[src/common/ddt_pkg.sv]
// Package for the dual down counter timer: register map, field positions, reset values.
// Assumes a 32-bit classic Wishbone slave decoding all 8 bits of the byte address.
package ddt_pkg;
  localparam logic [7:0] DDT_CTRL_OFS   = 8'h00;
  localparam logic [7:0] DDT_RELOAD_OFS = 8'h04;
  localparam logic [7:0] DDT_C0LO_OFS   = 8'h08;
  localparam logic [7:0] DDT_C0HI_OFS   = 8'h0c;
  localparam logic [7:0] DDT_C1LO_OFS   = 8'h10;
  localparam logic [7:0] DDT_C1HI_OFS   = 8'h14;
  localparam logic [7:0] DDT_FLAG_OFS   = 8'h18;
  localparam logic [7:0] DDT_MASK_OFS   = 8'h1c;
  localparam int DDT_RUN0_BIT  = 0;
  localparam int DDT_RUN1_BIT  = 1;
  localparam int DDT_CASC_BIT  = 2;
  localparam int DDT_EVT_BIT   = 3;
  localparam int DDT_FAST_BIT  = 4;
  localparam int DDT_OSCON_BIT = 5;
  localparam int DDT_WAVE_BIT  = 6;
  localparam int DDT_PIN_BIT   = 8;
  localparam logic [6:0]  DDT_CTRL_RST   = 7'h00;
  localparam logic [15:0] DDT_RELOAD_RST = 16'hffff;
  localparam logic [1:0]  DDT_MASK_RST   = 2'h0;
  // Input clock dividers: slow and fast prescaled ticks from clk_i
  localparam logic [7:0] DDT_SLOW_DIV = 8'hff;
  localparam logic [7:0] DDT_FAST_DIV = 8'h03;
endpackage : ddt_pkg

[src/rtl/ddt_timer.sv]
// Dual 8-bit down counter timer with 16-bit cascade, event counting and wave output.
// Assumes a classic Wishbone master on clk_i and an asynchronous event pin.
`timescale 1ns/1ns
`default_nettype none
module ddt_timer
  import ddt_pkg::*;
(
  input  wire logic        clk_i,
  input  wire logic        rst_i,
  input  wire logic        wb_cyc_i,
  input  wire logic        wb_stb_i,
  input  wire logic        wb_we_i,
  input  wire logic [7:0]  wb_adr_i,
  input  wire logic [3:0]  wb_sel_i,
  input  wire logic [31:0] wb_dat_i,
  output logic      [31:0] wb_dat_o,
  output logic             wb_ack_o,
  input  wire logic        shared_event_pin_i,
  output logic             event_port_o,
  output logic             timer_wave_out_o,
  output logic             fast_oscillator_on_o,
  output logic             irq_pending_o
);
  ////////////////////////////////////////////////////////////////////////////
  logic [6:0]  ctrl;
  logic [15:0] reload;
  logic [1:0]  mask;
  logic [1:0]  flag;
  logic [1:0]  run_act;
  logic [7:0]  cnt0;
  logic [7:0]  cnt1;
  logic [3:0]  hi_latch0;
  logic [3:0]  hi_latch1;
  logic        pin_s1;
  logic        pin_s2;
  logic        pin_s3;
  logic [7:0]  div;
  logic        wave;
  logic        ack_d;

  wire access   = wb_cyc_i & wb_stb_i & ~wb_ack_o;
  wire wr       = access & wb_we_i & wb_sel_i[0];
  wire rd       = access & ~wb_we_i;
  wire wr_ctrl  = wr & (wb_adr_i == DDT_CTRL_OFS);
  wire wr_rld   = access & wb_we_i & (wb_adr_i == DDT_RELOAD_OFS);
  wire wr_flag  = wr & (wb_adr_i == DDT_FLAG_OFS);
  wire wr_mask  = wr & (wb_adr_i == DDT_MASK_OFS);
  wire rd_c0lo  = rd & (wb_adr_i == DDT_C0LO_OFS);
  wire rd_c1lo  = rd & (wb_adr_i == DDT_C1LO_OFS);

  ////////////////////////////////////////////////////////////////////////////
  // Input clock: prescaled tick, or falling edge on the event pin
  wire        cascade  = ctrl[DDT_CASC_BIT];
  wire [7:0]  div_top  = ctrl[DDT_FAST_BIT] ? DDT_FAST_DIV : DDT_SLOW_DIV;
  wire        pre_tick = (div == div_top);
  wire        pin_fall = pin_s3 & ~pin_s2;
  wire        in_fall  = ctrl[DDT_EVT_BIT] ? pin_fall : pre_tick;
  wire        fire0    = in_fall & run_act[0];
  wire        uf0      = fire0 & (cnt0 == 8'h00);
  wire        tick1    = cascade ? uf0 : in_fall;
  wire        run1_src = cascade ? run_act[0] : run_act[1];
  wire        fire1    = tick1 & run1_src;
  wire        uf1      = fire1 & (cnt1 == 8'h00);
  wire [1:0]  ev       = cascade ? {uf1, 1'b0} : {uf1, uf0};

  always_ff @(posedge clk_i) begin
    if (rst_i) begin
      pin_s1 <= 1'b0;
      pin_s2 <= 1'b0;
      pin_s3 <= 1'b0;
      div    <= 8'h00;
    end else begin
      pin_s1 <= shared_event_pin_i;
      pin_s2 <= pin_s1;
      pin_s3 <= pin_s2;
      div    <= pre_tick ? 8'h00 : div + 8'h01;
    end
  end

  ////////////////////////////////////////////////////////////////////////////
  // Run state follows the written bit only on an input clock edge
  always_ff @(posedge clk_i) begin
    if (rst_i) begin
      run_act <= 2'b00;
    end else if (in_fall) begin
      run_act <= {ctrl[DDT_RUN1_BIT], ctrl[DDT_RUN0_BIT]};
    end
  end

  always_ff @(posedge clk_i) begin
    if (rst_i) begin
      cnt0 <= DDT_RELOAD_RST[7:0];
      cnt1 <= DDT_RELOAD_RST[15:8];
    end else begin
      if (fire0) begin
        cnt0 <= (cnt0 == 8'h00) ? reload[7:0] : cnt0 - 8'h01;
      end
      if (fire1) begin
        cnt1 <= (cnt1 == 8'h00) ? reload[15:8] : cnt1 - 8'h01;
      end
    end
  end

  ////////////////////////////////////////////////////////////////////////////
  // Registers
  always_ff @(posedge clk_i) begin
    if (rst_i) begin
      ctrl   <= DDT_CTRL_RST;
      reload <= DDT_RELOAD_RST;
      mask   <= DDT_MASK_RST;
    end else begin
      if (wr_ctrl) begin
        ctrl <= wb_dat_i[6:0];
      end
      if (wr_rld) begin
        if (wb_sel_i[0]) reload[7:0]  <= wb_dat_i[7:0];
        if (wb_sel_i[1]) reload[15:8] <= wb_dat_i[15:8];
      end
      if (wr_mask) begin
        mask <= wb_dat_i[1:0];
      end
    end
  end

  // Set wins over a write-one clear in the same cycle
  always_ff @(posedge clk_i) begin
    if (rst_i) begin
      flag <= 2'b00;
    end else begin
      flag <= (flag & ~(wr_flag ? wb_dat_i[1:0] : 2'b00)) | ev;
    end
  end

  always_ff @(posedge clk_i) begin
    if (rst_i) begin
      hi_latch0 <= 4'h0;
      hi_latch1 <= 4'h0;
    end else begin
      if (rd_c0lo) hi_latch0 <= cnt0[7:4];
      if (rd_c1lo) hi_latch1 <= cnt1[7:4];
    end
  end

  ////////////////////////////////////////////////////////////////////////////
  // Read mux; run bits read one while the counter still runs
  wire [1:0]  run_rd  = {ctrl[DDT_RUN1_BIT], ctrl[DDT_RUN0_BIT]} | run_act;
  wire [31:0] ctrl_rd = {23'h000000, pin_s2, 1'b0, ctrl[6:2], run_rd};
  logic [31:0] rd_mux;
  always_comb begin
    case (wb_adr_i)
      DDT_CTRL_OFS:   rd_mux = ctrl_rd;
      DDT_RELOAD_OFS: rd_mux = {16'h0000, reload};
      DDT_C0LO_OFS:   rd_mux = {28'h0000000, cnt0[3:0]};
      DDT_C0HI_OFS:   rd_mux = {28'h0000000, hi_latch0};
      DDT_C1LO_OFS:   rd_mux = {28'h0000000, cnt1[3:0]};
      DDT_C1HI_OFS:   rd_mux = {28'h0000000, hi_latch1};
      DDT_FLAG_OFS:   rd_mux = {30'h00000000, flag};
      DDT_MASK_OFS:   rd_mux = {30'h00000000, mask};
      default:        rd_mux = 32'h00000000;
    endcase
  end

  always_ff @(posedge clk_i) begin
    if (rst_i) begin
      wb_ack_o <= 1'b0;
      wb_dat_o <= 32'h00000000;
    end else begin
      wb_ack_o <= access;
      wb_dat_o <= rd ? rd_mux : 32'h00000000;
    end
  end

  ////////////////////////////////////////////////////////////////////////////
  // Outputs: wave toggles on channel 1 underflow in both modes, gated by enable
  wire wave_src = cascade ? uf1 : uf1;
  always_ff @(posedge clk_i) begin
    if (rst_i) begin
      wave                 <= 1'b0;
      timer_wave_out_o     <= 1'b0;
      event_port_o         <= 1'b0;
      fast_oscillator_on_o <= 1'b0;
      irq_pending_o        <= 1'b0;
      ack_d                <= 1'b0;
    end else begin
      if (wave_src) wave <= ~wave;
      timer_wave_out_o     <= wave & ctrl[DDT_WAVE_BIT];
      event_port_o         <= pin_s2;
      fast_oscillator_on_o <= ctrl[DDT_OSCON_BIT];
      irq_pending_o        <= |(flag & mask);
      ack_d                <= wb_ack_o;
    end
  end
endmodule : ddt_timer
`default_nettype wire

[config.mk]
export PLATFORM = sky130hd
export DESIGN_NAME = ddt_timer
export DESIGN_NICKNAME = d
export VERILOG_FILES = /design/src/common/ddt_pkg.sv /design/src/rtl/ddt_timer.sv
export SDC_FILE = /design/constraint.sdc
export NUM_CORES = 1
export LEC_CHECK = 0
export BUFFER_PORTS_ARGS = -buffer_cell sky130_fd_sc_hd__clkbuf_2
export CORE_MARGIN = 1.5
export CORE_UTILIZATION = 55
export CTS_CLUSTER_SIZE = 8
export DETAILED_ROUTE_END_ITERATION = 12
export GPL_TIMING_DRIVEN = 0
export MAX_ROUTING_LAYER = met4
export PLACE_DENSITY = 0.85
export SYNTH_ARGS = -nofsm -noshare
export SYNTH_HDL_FRONTEND = slang
export SYNTH_SLANG_ARGS = --single-unit
[constraint.sdc]
create_clock -name clk_i -period 5.4 [get_ports clk_i]
set_input_delay 0.81 -clock clk_i [delete_from_list [all_inputs] [get_ports clk_i]]
set_output_delay 0.81 -clock clk_i [all_outputs]
set_load 0.05 [all_outputs]
==> reports/metrics.yaml <==
die:
  dieWidth_um: 87.6
  dieArea_mm2: 0.00767
  row_count: 30
  initial_core_util_pct: 57.3
  die_h_um: 87.6
  num_io_pins: 87
  coreArea_mm2: 0.00687
placement:
  dpl_cell_area_mm2: 0.00437
  hpwl_mm: 7.09
  place_congestion: 0.897
  portBuffers: 51
route:
  drt_wl_total_mm: 9.95
  post_drt_wl_per_cell_um: 16.3
  vias: 3520
  drt-initial-drc-count: 428
  dr.pass1.iters: 6
  route.detailed.drc: 0
  routed_via_density: 5.76
  ant_nets: 0
clock_network:
  clockRootBuffer: "clkbuf_8"
  clockBufferDepth: 2
  cts-resized-gates: 0
  cts_sinks: 85
  postCtsSetupBuffers: 0
  path_clk_slew_ps: 80
  cts_max_level: 3
  cts_tree: "yes"
  cts_hold_buf: 0
  insertion_delay_ps: 360
  numCtsBuffers: 9
synth:
  synth_edf_count: 0
  synth_fa_ha_area_share_pct: 1.27
  synth_flop_cell: "dfxtp_1"
  ys_types: 64
  synth_cells: 433
  muxShareOfSynthArea_pct: 11.2
  ys_seq_area_share_pct: 43.3
  synth_seq_cells: 85
  synthesis.area_mm2: 0.00393
  synth_warnings: 0
  async_flop_share_pct: 0
  synth_compound_area_share_pct: 11.8
  synth-simple-area-share_pct: 25.0
  avgSynthCellArea_um2: 9.08
  synth_xor_area_share_pct: 1.34
  synth_top_family_by_area: "simple AND/OR/NAND/NOR gates"
hold_path:
  hp-start: "pin_s1"
  hold_class: "flip-flop to flip-flop"
timing:
  whs_ps: 442
  min_period_over_period_pct: 49.1
  fmax_mhz: 377
  tightest_slew_ps: 760
  rsz0062_at_grt: "no"
  final-hold-violation-count: 0
  finalMaxSlewViolations: 0
  finalCriticalPeriod_ps: 2650
  setup_viol_count_final: 0
  finClkSkew_ps: 9.20
  tns_ps: 0
  maxSlewHeadroom_pct: 49.0
power:
  vdd_ir_drop_max_mv: 0.219
  p_leak_uw: 0.00194
  power_density_mw_per_mm2: 277
global_routing:
  antenna_found_initial: 0
  grt_pass1_wl_mm: 15.7
  grt_start_max_net_pins: 15
  track_usage_pct: 27.8
  grt.overflow.total: 0
  grt_pass1_vias: 3260
layout:
  final_area_mm2: 0.00461
  nNetsFinal: 564
  post-route-util_pct: 67.1
  final_cell_mix: "dfxtp_1 (85), nor2_1 (55), clkbuf_2 (51)"
  antennaDiodeCount: 0
  fillCellCount: 549
  final_common_cell: "dfxtp_1"
  drive_gt1_share_pct: 20.8
  area_growth_pct: 17.2
critical_path:
  crit_arrival_ps: 2950
  end_kind: "flip-flop"
  critPathLaunch: "wb_adr_i[5]"
  r2r_start: "cnt0[0]"
  critical_path_class: "primary input to flip-flop"
  worstPathMaxFanout: 10
  cp_data_required_time_ps: 5700
  worstSetupStartpointType: "primary input"
job:
  drv_cap: 0
status:
  status: "complete, no violations"
## power by group
group,total [µW],switching (µW),internal [µW]
clock,552,232,320
sequential,632,2.39,629
combinational,93.4,64.2,29.2
total,1280,299,978
## cells in the mapped netlist (2+ instances only)
master | n | area, µm²
or4_1 | 3 | 22.5
or4b_1 | 2 | 20.0
or2_2 | 2 | 12.5
mux2_2 | 4 | 45.0
nor4_2 | 3 | 37.5
nor3_2 | 2 | 20.0
mux2i_1 | 36 | 360
a221oi_1 | 2 | 17.5
a22oi_1 | 3 | 22.5
nor3b_1 | 4 | 30.0
o2111ai_1 | 2 | 17.5
nor2b_1 | 10 | 62.6
dfxtp_1 | 85 | 1700
buf_4 | 17 | 128
o21ai_0 | 16 | 80.1
nand2_1 | 40 | 150
ha_1 | 4 | 50.1
clkbuf_1 | 14 | 52.6
a211o_1 | 2 | 17.5
inv_1 | 11 | 41.3
o21ai_1 | 4 | 20.0
nor4_1 | 2 | 12.5
nor2_1 | 55 | 206
o32a_1 | 2 | 20.0
a21oi_1 | 9 | 45.0
nand2b_1 | 4 | 25.0
nand4_1 | 8 | 50.1
a311oi_1 | 5 | 43.8
and2_1 | 10 | 62.6
a41oi_1 | 2 | 17.5
o31ai_1 | 3 | 22.5
xnor2_1 | 2 | 17.5
a31oi_1 | 5 | 31.3
buf_2 | 3 | 15.0
nand3_1 | 13 | 65.1
nand4b_1 | 3 | 26.3
nor3_1 | 5 | 25.0
xor2_1 | 4 | 35.0
or3_1 | 3 | 18.8
and3_1 | 4 | 25.0
a2bb2oi_1 | 2 | 17.5
## layout make-up
type / instances / area, µm² / area share [%]
Buffer: 35 / 199 / 4.31
Clock buffer: 10 / 138 / 2.98
Clock inverter: 6 / 109 / 2.36
Inverter: 11 / 41.3 / 0.895
Multi-Input combinational cell: 317 / 2050 / 44.4
Sequential cell: 85 / 1700 / 36.9
Tap cell: 96 / 120 / 2.60
Timing Repair Buffer: 51 / 255 / 5.53
## worst max-delay path, stage by stage
cell	delay, ps
clkbuf_2	90
nor3_2	510
nand4b_1	270
clkbuf_1	330
nor4_2	700
and2_1	230
## stage by stage
step	cells	total power, µW	setup slack [ps]
after global routing	611	1310	2690
after detailed placement	595	738	2470
final	611	1280	2750
after CTS	611	1270	2790
after global placement	595	736	2350
after floorplan	448	711	3130
## logic make-up after synthesis
family / count (synthesis)
and+or+nand+nor: 182
DFF: 85
AOI/OAI and AO/OA: 67
buffers and inverters: 46
muxes: 42
xor gates and xnor gates: 6
adders and majority gates: 4
other: 1
## final timing paths
| kind | depth (start not counted) | endpoint | slack, ps |
|---|---|---|---|
| setup / recovery | 6 | wb_dat_o[7] | 2750 |
| hold / removal | 1 | pin_s2 | 440 |
| setup reg to reg | 8 | wave | 3050 |
| hold reg to reg | 1 | pin_s2 | 440 |
## sequential cells by signal, indices dropped and copies added, names as in the netlist, 2 cells and up
name / count
run_act: 2
mask: 2
hi_latch0: 4
ctrl: 7
hi_latch1: 4
reload: 16
cnt1: 8
cnt0: 8
wb_dat_o: 16
flag: 2
div: 8
## layer usage
| metal | global-route usage [%] | wire [µm] |
|---|---|---|
| met5 | - | 0 |
| met4 | 14.3 | 317 |
| met3 | 6.13 | 804 |
| met2 | 43.6 | 4810 |
| met1 | 33.6 | 4030 |
No activity file was read; power rests on OpenSTA's default activity.
